$ cat src/verilog/alsbp_pkg.sv
/*
 * Shared constants and types for the angle load strobe/busy host port.
 * Assumes a 10 MHz ref_clk_i; all cycle counts derive from that period.
 */
package alsbp_pkg;

    localparam int ANGLE_W = 12;
    localparam int POLE_W = 4;
    localparam int ORDER_W = 8;
    localparam int CNT_W = 6;
    localparam int SYNC_STAGES = 2;

    localparam int CLK_PERIOD_NS = 100;

    // least time: round up, never below one cycle
    function automatic int cyc_ceil(input int ns);
        int c;
        c = (ns + CLK_PERIOD_NS - 1) / CLK_PERIOD_NS;
        return (c < 1) ? 1 : c;
    endfunction

    // longest time: round down, never below one cycle
    function automatic int cyc_floor(input int ns);
        int c;
        c = ns / CLK_PERIOD_NS;
        return (c < 1) ? 1 : c;
    endfunction

    localparam int STROBE_MIN_NS = 100;
    localparam int GAP_MIN_NS = 2730;
    localparam int BUSY_RISE_NS = 30;
    localparam int BUSY_MIN_NS = 1700;
    localparam int BUSY_MAX_NS = 2500;

    localparam int STROBE_CYC = cyc_ceil(STROBE_MIN_NS);
    localparam int GAP_CYC = cyc_ceil(GAP_MIN_NS);
    localparam int BUSY_RISE_CYC = cyc_ceil(BUSY_RISE_NS);
    localparam int BUSY_MIN_CYC = cyc_ceil(BUSY_MIN_NS);
    localparam int BUSY_MAX_CYC = cyc_floor(BUSY_MAX_NS);
    localparam int RISE_TIMEOUT_CYC = BUSY_RISE_CYC + SYNC_STAGES + 2;

    localparam logic [CNT_W-1:0] STROBE_CNT = CNT_W'(STROBE_CYC);
    localparam logic [CNT_W-1:0] GAP_CNT = CNT_W'(GAP_CYC);
    localparam logic [CNT_W-1:0] BUSY_MIN_CNT = CNT_W'(BUSY_MIN_CYC);
    localparam logic [CNT_W-1:0] BUSY_MAX_CNT = CNT_W'(BUSY_MAX_CYC);
    localparam logic [CNT_W-1:0] RISE_TIMEOUT_CNT = CNT_W'(RISE_TIMEOUT_CYC);
    localparam logic [CNT_W-1:0] CNT_ZERO = 6'h00;
    localparam logic [CNT_W-1:0] CNT_ONE = 6'h01;
    localparam logic [CNT_W-1:0] CNT_MAX = 6'h3F;

    localparam logic [ANGLE_W-1:0] ANGLE_RESET = 12'h000;

    typedef struct packed {
        logic reverse;
        logic [POLE_W-1:0] pole_pairs;
        logic [ANGLE_W-1:0] angle;
    } alsbp_cmd_t;

    typedef enum logic [2:0] {
        S_IDLE,
        S_SETUP,
        S_STROBE,
        S_WAIT_BUSY,
        S_BUSY_HI
    } alsbp_state_t;

endpackage

$ cat src/verilog/alsbp_angle_shaper.sv
/*
 * Turns a requested angle into the word driven to the rotator:
 * optional negation and pole-pair scaling, all modulo one full turn.
 * Assumes pole_pairs is a power of two; other counts give no useful result.
 */
`timescale 1ns/1ps
module alsbp_angle_shaper (
    input wire alsbp_pkg::alsbp_cmd_t cmd_i,
    output logic [alsbp_pkg::ANGLE_W-1:0] angle_o
);
    logic [alsbp_pkg::ANGLE_W-1:0] signed_angle;
    logic [alsbp_pkg::POLE_W-1:0] shift;

    always_comb begin
        // negated angle rotates the other way, wraps mod 4096
        signed_angle = cmd_i.reverse ? (alsbp_pkg::ANGLE_RESET - cmd_i.angle)
                                     : cmd_i.angle;
        // times 2^(n-1) as a left shift, top bits dropped
        shift = (cmd_i.pole_pairs == 4'h0) ? 4'h0 : cmd_i.pole_pairs - 4'h1;
        angle_o = signed_angle << shift;
    end
endmodule

$ cat src/verilog/alsbp_host.sv
/*
 * Host end of the parallel angle port of a vector rotator: presents the
 * angle word, pulses the load strobe and supervises the busy answer.
 * Assumes busy_i and imbalance_flag_i are asynchronous pins; all user
 * inputs come from logic on ref_clk_i.
 */
`timescale 1ns/1ps
// Summary of operation
// - The strobe is held high for at least 100 ns per load.
// - At least 2.73 us pass from a strobe fall to the next strobe rise.
// - Reverse rotation is obtained by driving the negated angle.
// - In harmonic mode the angle advances 4096 steps per cycle of the chosen harmonic.
// - For power-of-two pole pairs the angle is shifted left by pole pairs minus one.
// - The word is valid around the strobe rising edge and the falling edge starts conversion.
module alsbp_host (
    input wire logic ref_clk_i,
    input wire logic rst_i,
    input wire logic req_valid_i,
    input wire alsbp_pkg::alsbp_cmd_t req_cmd_i,
    input wire logic harmonic_i,
    input wire logic fund_tick_i,
    input wire logic [alsbp_pkg::ORDER_W-1:0] harmonic_order_i,
    input wire logic busy_i,
    input wire logic imbalance_flag_i,
    output logic [alsbp_pkg::ANGLE_W-1:0] angle_o,
    output logic strobe_o,
    output logic req_ready_o,
    output logic load_done_o,
    output logic busy_fault_o,
    output logic imbalance_flag_o
);
    alsbp_pkg::alsbp_state_t state;
    logic [alsbp_pkg::CNT_W-1:0] cnt;
    logic [alsbp_pkg::CNT_W-1:0] gap;
    logic busy_meta;
    logic busy_s;
    logic imb_meta;
    logic imb_s;
    logic can_load;
    logic pend;
    logic [alsbp_pkg::ANGLE_W-1:0] phase;
    logic launch_usr;
    logic launch_hrm;
    logic launch;
    logic strobe_end;
    alsbp_pkg::alsbp_cmd_t sel_cmd;
    logic [alsbp_pkg::ANGLE_W-1:0] shaped;

    assign launch_usr = req_ready_o & req_valid_i;
    assign launch_hrm = can_load & harmonic_i & pend;
    assign launch = (state == alsbp_pkg::S_IDLE) & (launch_usr | launch_hrm);
    assign strobe_end = (state == alsbp_pkg::S_STROBE) && (cnt >= alsbp_pkg::STROBE_CNT);

    always_comb begin
        sel_cmd = req_cmd_i;
        if (harmonic_i) begin
            sel_cmd.angle = phase;
        end
    end

    alsbp_angle_shaper u_shaper (
        .cmd_i(sel_cmd),
        .angle_o(shaped)
    );

    // pins are asynchronous: two stages before anything looks at them
    always_ff @(posedge ref_clk_i or posedge rst_i) begin
        if (rst_i) begin
            busy_meta <= 1'b0;
            busy_s <= 1'b0;
            imb_meta <= 1'b0;
            imb_s <= 1'b0;
            imbalance_flag_o <= 1'b0;
        end else begin
            busy_meta <= busy_i;
            busy_s <= busy_meta;
            imb_meta <= imbalance_flag_i;
            imb_s <= imb_meta;
            imbalance_flag_o <= imb_s;
        end
    end

    // harmonic phase: order steps per fundamental tick, 4096 ticks per cycle
    always_ff @(posedge ref_clk_i or posedge rst_i) begin
        if (rst_i) begin
            phase <= alsbp_pkg::ANGLE_RESET;
            pend <= 1'b0;
        end else begin
            if (harmonic_i && fund_tick_i) begin
                phase <= phase + alsbp_pkg::ANGLE_W'(harmonic_order_i);
            end
            // a tick in the launch cycle stays pending; updates coalesce
            if (harmonic_i && fund_tick_i) begin
                pend <= 1'b1;
            end else if (launch_hrm && state == alsbp_pkg::S_IDLE) begin
                pend <= 1'b0;
            end
        end
    end

    // spacing between one strobe fall and the next rise
    always_ff @(posedge ref_clk_i or posedge rst_i) begin
        if (rst_i) begin
            gap <= alsbp_pkg::CNT_ZERO;
        end else if (strobe_end) begin
            gap <= alsbp_pkg::GAP_CNT;
        end else if (gap != alsbp_pkg::CNT_ZERO) begin
            gap <= gap - alsbp_pkg::CNT_ONE;
        end
    end

    // readiness lags a cycle, so a stale busy glitch costs one cycle only
    always_ff @(posedge ref_clk_i or posedge rst_i) begin
        if (rst_i) begin
            can_load <= 1'b0;
            req_ready_o <= 1'b0;
        end else if (launch) begin
            can_load <= 1'b0;
            req_ready_o <= 1'b0;
        end else begin
            can_load <= (state == alsbp_pkg::S_IDLE) && (gap == alsbp_pkg::CNT_ZERO)
                        && !busy_s;
            req_ready_o <= (state == alsbp_pkg::S_IDLE) && (gap == alsbp_pkg::CNT_ZERO)
                           && !busy_s && !harmonic_i;
        end
    end

    always_ff @(posedge ref_clk_i or posedge rst_i) begin
        if (rst_i) begin
            state <= alsbp_pkg::S_IDLE;
            cnt <= alsbp_pkg::CNT_ZERO;
            angle_o <= alsbp_pkg::ANGLE_RESET;
            strobe_o <= 1'b0;
            load_done_o <= 1'b0;
            busy_fault_o <= 1'b0;
        end else begin
            load_done_o <= 1'b0;
            case (state)
                alsbp_pkg::S_IDLE: begin
                    if (launch) begin
                        // word goes out a cycle ahead of the rising edge
                        angle_o <= shaped;
                        busy_fault_o <= 1'b0;
                        state <= alsbp_pkg::S_SETUP;
                    end
                end
                alsbp_pkg::S_SETUP: begin
                    strobe_o <= 1'b1;
                    cnt <= alsbp_pkg::CNT_ONE;
                    state <= alsbp_pkg::S_STROBE;
                end
                alsbp_pkg::S_STROBE: begin
                    if (strobe_end) begin
                        strobe_o <= 1'b0;
                        cnt <= alsbp_pkg::CNT_ONE;
                        state <= alsbp_pkg::S_WAIT_BUSY;
                    end else begin
                        cnt <= cnt + alsbp_pkg::CNT_ONE;
                    end
                end
                alsbp_pkg::S_WAIT_BUSY: begin
                    if (busy_s) begin
                        cnt <= alsbp_pkg::CNT_ONE;
                        state <= alsbp_pkg::S_BUSY_HI;
                    end else if (cnt >= alsbp_pkg::RISE_TIMEOUT_CNT) begin
                        busy_fault_o <= 1'b1;
                        state <= alsbp_pkg::S_IDLE;
                    end else begin
                        cnt <= cnt + alsbp_pkg::CNT_ONE;
                    end
                end
                alsbp_pkg::S_BUSY_HI: begin
                    if (!busy_s) begin
                        busy_fault_o <= (cnt < alsbp_pkg::BUSY_MIN_CNT);
                        load_done_o <= 1'b1;
                        state <= alsbp_pkg::S_IDLE;
                    end else if (cnt >= alsbp_pkg::BUSY_MAX_CNT) begin
                        // stuck busy: give up; the busy_s check blocks reload
                        busy_fault_o <= 1'b1;
                        state <= alsbp_pkg::S_IDLE;
                    end else begin
                        cnt <= cnt + alsbp_pkg::CNT_ONE;
                    end
                end
                default: begin
                    state <= alsbp_pkg::S_IDLE;
                end
            endcase
        end
    end

    // helper counters read only by the checks below
    logic [alsbp_pkg::CNT_W-1:0] lo_cnt;
    logic [alsbp_pkg::CNT_W-1:0] hi_cnt;
    always_ff @(posedge ref_clk_i or posedge rst_i) begin
        if (rst_i) begin
            lo_cnt <= alsbp_pkg::CNT_MAX;
            hi_cnt <= alsbp_pkg::CNT_ZERO;
        end else begin
            lo_cnt <= strobe_o ? alsbp_pkg::CNT_ZERO
                    : (lo_cnt == alsbp_pkg::CNT_MAX ? lo_cnt : lo_cnt + alsbp_pkg::CNT_ONE);
            hi_cnt <= !strobe_o ? alsbp_pkg::CNT_ZERO
                    : (hi_cnt == alsbp_pkg::CNT_MAX ? hi_cnt : hi_cnt + alsbp_pkg::CNT_ONE);
        end
    end

    AST_STROBE_WIDTH: assert property (
        @(posedge ref_clk_i) disable iff (rst_i)
        $fell(strobe_o) |-> hi_cnt >= alsbp_pkg::STROBE_CNT)
        else $error("strobe high time too short");

    AST_STROBE_GAP: assert property (
        @(posedge ref_clk_i) disable iff (rst_i)
        $rose(strobe_o) |-> lo_cnt >= alsbp_pkg::GAP_CNT)
        else $error("strobe rose too soon after previous fall");

    AST_WORD_SETUP: assert property (
        @(posedge ref_clk_i) disable iff (rst_i)
        $rose(strobe_o) |-> $stable(angle_o) ##1 $stable(angle_o))
        else $error("angle word moved around strobe rise");

    AST_NO_LOAD_BUSY: assert property (
        @(posedge ref_clk_i) disable iff (rst_i)
        (busy_s && state == alsbp_pkg::S_IDLE) |=> state == alsbp_pkg::S_IDLE)
        else $error("load started while busy high");

    AST_BUSY_STUCK: assert property (
        @(posedge ref_clk_i) disable iff (rst_i)
        (state == alsbp_pkg::S_BUSY_HI && busy_s && cnt >= alsbp_pkg::BUSY_MAX_CNT)
        |=> busy_fault_o && state == alsbp_pkg::S_IDLE)
        else $error("overlong busy not flagged");

    AST_REVERSE: assert property (
        @(posedge ref_clk_i) disable iff (rst_i)
        (launch && !harmonic_i && req_cmd_i.reverse && req_cmd_i.pole_pairs == 4'h1)
        |=> angle_o == alsbp_pkg::ANGLE_RESET - $past(req_cmd_i.angle))
        else $error("reverse angle not negated");

    AST_POLE_SHIFT: assert property (
        @(posedge ref_clk_i) disable iff (rst_i)
        (launch && !harmonic_i && !req_cmd_i.reverse && req_cmd_i.pole_pairs == 4'h2)
        |=> angle_o == ($past(req_cmd_i.angle) << 1))
        else $error("pole pair shift wrong");

    AST_HARM_STEP: assert property (
        @(posedge ref_clk_i) disable iff (rst_i)
        (harmonic_i && fund_tick_i)
        |=> phase == $past(phase) + alsbp_pkg::ANGLE_W'($past(harmonic_order_i)))
        else $error("harmonic phase step wrong");

    AST_IMB_PATH: assert property (
        @(posedge ref_clk_i) disable iff (rst_i)
        $rose(imbalance_flag_i) ##1 imbalance_flag_i[*2] |=> imbalance_flag_o)
        else $error("imbalance flag not forwarded");

    AST_BUSY_RISE: assert property (
        @(posedge ref_clk_i) disable iff (rst_i)
        $fell(strobe_o) |-> ##[1:8] (state != alsbp_pkg::S_WAIT_BUSY
        && (busy_fault_o || state == alsbp_pkg::S_BUSY_HI)))
        else $error("busy wait not bounded");
endmodule

$ cat config.mk
export PLATFORM = sky130hd
export DESIGN_NAME = alsbp_host
export DESIGN_NICKNAME = d
export VERILOG_FILES = /design/src/verilog/alsbp_pkg.sv /design/src/verilog/alsbp_angle_shaper.sv /design/src/verilog/alsbp_host.sv
export SDC_FILE = /design/constraint.sdc
export NUM_CORES = 1
export LEC_CHECK = 0
export BUFFER_PORTS_ARGS = -buffer_cell sky130_fd_sc_hd__buf_2
export CORE_MARGIN = 10
export CORE_UTILIZATION = 37
export CTS_BUF_LIST = sky130_fd_sc_hd__clkbuf_8
export DETAILED_ROUTE_END_ITERATION = 6
export PLACE_DENSITY_LB_ADDON = 0.3
export SETUP_SLACK_MARGIN = 0.05
export SYNTH_ARGS = -nofsm -noshare
export SYNTH_HDL_FRONTEND = slang
export SYNTH_HIERARCHICAL = 1
export SYNTH_SLANG_ARGS = --single-unit
$ cat constraint.sdc
create_clock -name ref_clk_i -period 6.73 [get_ports ref_clk_i]
set_input_delay 1.0095 -clock ref_clk_i [delete_from_list [all_inputs] [get_ports ref_clk_i]]
set_output_delay 1.0095 -clock ref_clk_i [all_outputs]
set_load 0.05 [all_outputs]
==> qor.txt, run 1 <==
Comb power frac - 51.6%
Final Power - 1.34 mW
First drt pass iteration count - 5
R2R cell count - 11
CP Cell Sequence - buf_2 -> mux2_2 -> inv_1 -> ha_1 -> nor3b_1 -> o211ai_1 -> nor2_1 -> a21oi_1 -> a32oi_1 -> a21boi_1 -> o21ai_1 -> mux2_2
WHS - 0.361 ns
Hold-fix buffers, CTS - 0
Syn. warnings - 6
Max-cap viol count - 0
DRT iter0 DRCs - 220
Status - finished, final reports clean
Fin. Hold Viols - 0
Pwr/cell area - 311 nW/um^2
Net Sw Frac - 45.9%
Slew HR - 29.5%
H-tree depth - 2
Hold path cells - 0
Clk sinks - 50
Clock power frac - 14.9%
Sequential Area - 1250 um^2
WL per Instance - 15.8 um
Unique masters post-synth - 85
Worst Hold Class - flip-flop to flip-flop
Post-route ant nets - 0
Total Wirelength - 9.64 mm
P_int - 0.724 mW
Syn Nets - 491
Met1 WL - 4.80 mm
First-pass GRT wire length - 15.8 mm
Largest net degree at the start of global routing - 51
Met2 WL - 4.23 mm
Via density - 5.54
Max clock buf depth - 2
Effective utilization at floorplan - 37.6%
Sequential share of the synthesized area - 30.9%
Total core area - 10,800 um^2
Clock-pin slew on the worst setup and hold paths - 0.11 ns
CP max FO - 18
Setup crit end kind - flip-flop
Post-CTS setup buffers - 0
Routability Congestion - 0.895
Vias - 3,393
Most frequent cells in the layout - 50 x dfrtp_1, 48 x buf_2, 45 x nand2_1
Peak supply drop - 0.000155 V
Finished Cell Area - 4290 um^2
P_sw - 0.613 mW
CP bufs+invs - 2
RSZ-0062 raised after global routing - no
Worst-Margin Slew - 1.06 ns
Highest metal layer with signal wires - met4
Final worst slack - 3.07 ns
Sequential Power Share - 33.5%
WP data arrival - 3.87 ns
Inst Count DP - 604
Static leakage - 1.85 nW
Synth Instances - 444
Combined area of the multi-input logic cells - 2470 um^2
Layout area overhead - 5.86%
Non-filler cells in the finished layout - 612
I/O Buffers - 48
# fillers - 1,084
Initial antenna violation count - 0
CP Data Required Time - 6.95 ns
Detailed Place HPWL - 7.30 mm
Synthesized area - 4050 um^2
CTS Root Cell - clkbuf_8
Max Clk Rate - 273 MHz
Max-slew violations - 0
FP Rows - 38
Period minus WS final - 3.66 ns
Ys async rst share - 100%
Fin crit share - 54.3%
Met3 WL post-DR - 479 um
Total GRT Usage - 11.8%
Grt ovf - 0
Share of layout cells above drive strength 1 - 21.6%
Antenna Cells - 0
Die area - 15,500 um^2
# setup viols final - 0
Post-synth top flop - dfrtp_1
Most Frequent Cell on Critical Path - mux2_2
Die Wd - 125 um
Crit Path Category - input port to flip-flop
Slowest cell delay on critical path - 0.49 ns
Placed Area - 4190 um^2
Cell depth of the worst setup path - 12
CP max-delay cell - mux2_2
Fin util - 39.8%
Clk_skew - 0.0129 ns
Commonest non-fill, non-tap cell in the layout - dfrtp_1
Delay-heaviest family, CP - compound AO/OA/AOI/OAI gates
Seq cells post-synth - 50
Io pins - 49
TritonCTS clock tree - built
CP Launch Type - input port
Vias in the first global route - 3,113
Worst skew pair latency - 0.32 ns
Die height - 125 um
Post-CTS sizing - 0
Number of buffers created by CTS - 5
Pre-CTS WS - 2.80 ns
Nets - 518
Syn avg cell area - 9.13 um^2
Final setup TNS - 0 ns
Post-synth EDFFs - 0
DRC violations left - 0
==> per-layer routing <==
| metal | vias up | GRT usage [%] |
|---|---|---|
| met3 | 11 | 2.04 |
| met1 | 1593 | 16.6 |
| met2 | 100 | 17.8 |
| met5 | - | 0 |
| li1 | 1689 | - |
| met4 | 0 | 3.50 |
==> layout make-up <==
type,count,share of cell area [%]
Tap cell,140,4.08
Inverter,16,1.40
Sequential cell,50,29.2
Clock inverter,3,0.671
Timing Repair Buffer,48,5.60
Clock buffer,5,1.60
Multi-Input combinational cell,350,57.5
==> power groups by stage <==
stage | registers, mW | clock network (mW) | logic (mW)
3_5_place_dp | 0.451 | 0 | 0.685
2_1_floorplan | 0.440 | 0 | 0.605
3_3_place_gp | 0.448 | 0 | 0.672
6_report | 0.447 | 0.199 | 0.690
4_1_cts | 0.446 | 0.206 | 0.689
5_1_grt | 0.459 | 0.215 | 0.775
==> sequential cells by signal, summed over array words and instances (netlist names), 3 cells and up <==
name	flops
state	3
phase	12
angle_o	12
gap	6
cnt	6
==> logic make-up (layout without fill, tap and decap cells) <==
group	count (synthesis)	after routing	synth area share, %
AOI/OAI and AO/OA	122	122	21.1
xor gates and xnor gates	21	21	4.54
adders and majority gates	15	15	4.81
buffers and inverters	44	72	8.27
DFF	50	50	30.9
muxes	32	32	8.77
and+or+nand+nor	160	160	21.7
==> cells in the mapped netlist, types with 9 or more instances <==
library cell | instances | share of area, %
nor3_1 | 15 | 1.9
nor2_1 | 33 | 3.1
nand2_1 | 45 | 4.2
xnor2_1 | 12 | 2.6
a21oi_1 | 30 | 3.7
dfrtp_1 | 50 | 31
mux2_2 | 27 | 7.5
inv_1 | 15 | 1.4
ha_1 | 14 | 4.3
xor2_1 | 9 | 1.9
nand3_1 | 14 | 1.7
o21ai_0 | 17 | 2.1
==> path summary, 6_finish.rpt <==
check                           start               end  slack, ns
max                        harmonic_i       angle_o[10]       3.07
min                             imb_s  imbalance_flag_o       0.36
max reg2reg                  phase[0]       angle_o[10]       3.81
min reg2reg                     imb_s  imbalance_flag_o       0.36
max in group asynchronous       rst_i          phase[1]       5.13
min in group asynchronous       rst_i        angle_o[9]       0.94
Power figures use the tool's default switching activity.
==> run 2: changes to the inputs <==
==> constraint.sdc (replaced) <==
create_clock -name ref_clk_i -period 3.55 [get_ports ref_clk_i]
set_input_delay 0.5325 -clock ref_clk_i [delete_from_list [all_inputs] [get_ports ref_clk_i]]
set_output_delay 0.5325 -clock ref_clk_i [all_outputs]
set_load 0.05 [all_outputs]
==> qor.txt, run 2 (synthesis results as in run 1) <==
Period minus WS final - 3.07 ns
CP Launch Type - input port
DRT iter0 DRCs - 304 (+38%)
# fillers - 1,081 (-0.28%)
Initial antenna violation count - 0 (unchanged)
Die height - 125 um (unchanged)
Fin crit share - 86.6%
Post-CTS setup buffers - 0 (unchanged)
Grt ovf - 0 (unchanged)
Worst Hold End - busy_meta
Share of layout cells above drive strength 1 - 21.9% (+0.33 points)
Vias in the first global route - 3,186 (+2.3%)
Slowest cell delay on critical path - 0.46 ns (-0.03 ns)
Detailed Place HPWL - 7.49 mm (+2.7%)
Combined area of the multi-input logic cells - 2470 um^2 (unchanged)
Via density - 5.60 (+0.97%)
Final setup TNS - 0 ns (unchanged)
Most frequent cells in the layout - 50 x dfrtp_1, 48 x buf_2, 45 x nand2_1
Post-CTS sizing - 0 (unchanged)
Layout area overhead - 6.23%
Delay-heaviest family, CP - compound AO/OA/AOI/OAI gates
Clock-pin slew on the worst setup and hold paths - 0.11 ns (about the same)
Total core area - 10,800 um^2 (unchanged)
R2R cell count - 11 (unchanged)
CTS Root Cell - clkbuf_8
Commonest non-fill, non-tap cell in the layout - dfrtp_1
CP max FO - 11 (-7)
Worst Hold Class - input port to flip-flop
Clk sinks - 50 (unchanged)
WL per Instance - 16.0 um (+1.4%)
Total Wirelength - 9.81 mm (+1.7%)
Die area - 15,500 um^2 (unchanged)
Most Frequent Cell on Critical Path - mux2_2
Final worst slack - 0.476 ns (-2.60 ns)
Peak supply drop - 0.000289 V (+87%)
First drt pass iteration count - 5 (unchanged)
Top flop regs - angle_o x12, phase x12
Pre-CTS WS - 0.210 ns (-2.59 ns)
Die Wd - 125 um (unchanged)
CP bufs+invs - 2 (unchanged)
Max clock buf depth - 2 (unchanged)
Hold-fix buffers, CTS - 0 (unchanged)
Routability Congestion - 0.948 (+5.9%)
Max Clk Rate - 325 MHz
WP data arrival - 3.28 ns (-0.59 ns)
Effective utilization at floorplan - 37.6% (unchanged)
CP max-delay cell - mux2_2
FP Rows - 38 (unchanged)
CP Cell Sequence - buf_2 -> mux2_2 -> inv_1 -> ha_1 -> nor3b_1 -> o211ai_1 -> nor2_1 -> a21oi_1 -> a32oi_1 -> a21boi_1 -> o21ai_1 -> mux2_2
TritonCTS clock tree - built
Fin. Hold Viols - 0 (unchanged)
Number of buffers created by CTS - 5 (unchanged)
CP Data Required Time - 3.76 ns (-3.19 ns)
Critical R2R Launch - phase[0]
Static leakage - 1.86 nW (+0.51%)
Fin util - 39.9% (+0.14 points)
Setup crit end kind - flip-flop
Antenna Cells - 0 (unchanged)
DRC violations left - 0 (unchanged)
RSZ-0062 raised after global routing - no
Setup slack, reg-to-reg - 0.53 ns (-3.28 ns)
Sequential Area - 1250 um^2 (unchanged)
Crit Path Category - input port to flip-flop
WHS - 0.315 ns (-0.0458 ns)
Post-route ant nets - 0 (unchanged)
Worst hold path startpoint - busy_i
H-tree depth - 2 (unchanged)
Max-cap viol count - 0 (unchanged)
# setup viols final - 0 (unchanged)
Max-slew violations - 0 (unchanged)
Vias - 3,437 (+1.3%)
Worst skew pair latency - 0.32 ns (about the same)
Pwr/cell area - 587 nW/um^2 (+88%)
Hold path cells - 1 (+1)
Slew HR - 32.1% (+2.6 points)
Clk_skew - 0.00968 ns (-0.00319 ns)
Largest net degree at the start of global routing - 51 (unchanged)
Status - finished, final reports clean
Total GRT Usage - 12.1% (+0.30 points)
Io pins - 49 (unchanged)
Worst-Margin Slew - 1.02 ns (-0.0388 ns)
I/O Buffers - 48 (unchanged)
Crit Reg-Reg Endpoint - angle_o[10]
Nets - 520 (+0.39%)
First-pass GRT wire length - 16.1 mm (+1.7%)
==> run 2: cell types whose count changed in the layout (fill, tap and decap cells not counted) <==
cell   previous run  this run
buf_4             0         2
==> run 2: final cells by class <==
cell class,instances,share of cell area [%]
inverter,16,1.39
sequential,50,29.1
tap,140,4.07
clock inverter,3,0.668
timing repair buffer,50,5.93
multi-input combinational,350,57.3
clock buffer,5,1.60
==> run 2: power by group <==
group	switching (mW)	internal, mW
sequential	0.150	0.698
clock	0.215	0.146
combinational	0.789	0.529
==> run 2: layer usage <==
metal | GRT usage [%] | vias to the layer above | part of all wire (%)
met2 | 18.2 | 122 | 44
li1 | - | 1681 | -
met5 | 0 | - | 0
met1 | 16.9 | 1617 | 49
met4 | 3.84 | 0 | 2.0
met3 | 2.38 | 17 | 5.2
==> run 2: worst max-delay path by stage <==
stage / from / end / slack [ns] / cells past startpoint
6_report: harmonic_i / angle_o[10] / 0.48 / 12
5_1_grt: harmonic_i / angle_o[10] / 0.29 / 12
4_1_cts: harmonic_i / angle_o[10] / 0.54 / 12
3_5_place_dp: harmonic_i / angle_o[10] / 0.21 / 12
3_3_place_gp: harmonic_i / angle_o[10] / 0.24 / 12
2_1_floorplan: harmonic_i / angle_o[7] / 0.26 / 12
==> run 2: through the flow <==
stage / power [mW] / area (um^2) / instances
final: 2.53 / 4310 / 614
after global routing: 2.74 / 4310 / 614
after CTS: 2.53 / 4310 / 614
after detailed placement: 2.16 / 4210 / 606
after global placement: 2.13 / 4210 / 606
after floorplan: 1.98 / 4050 / 444
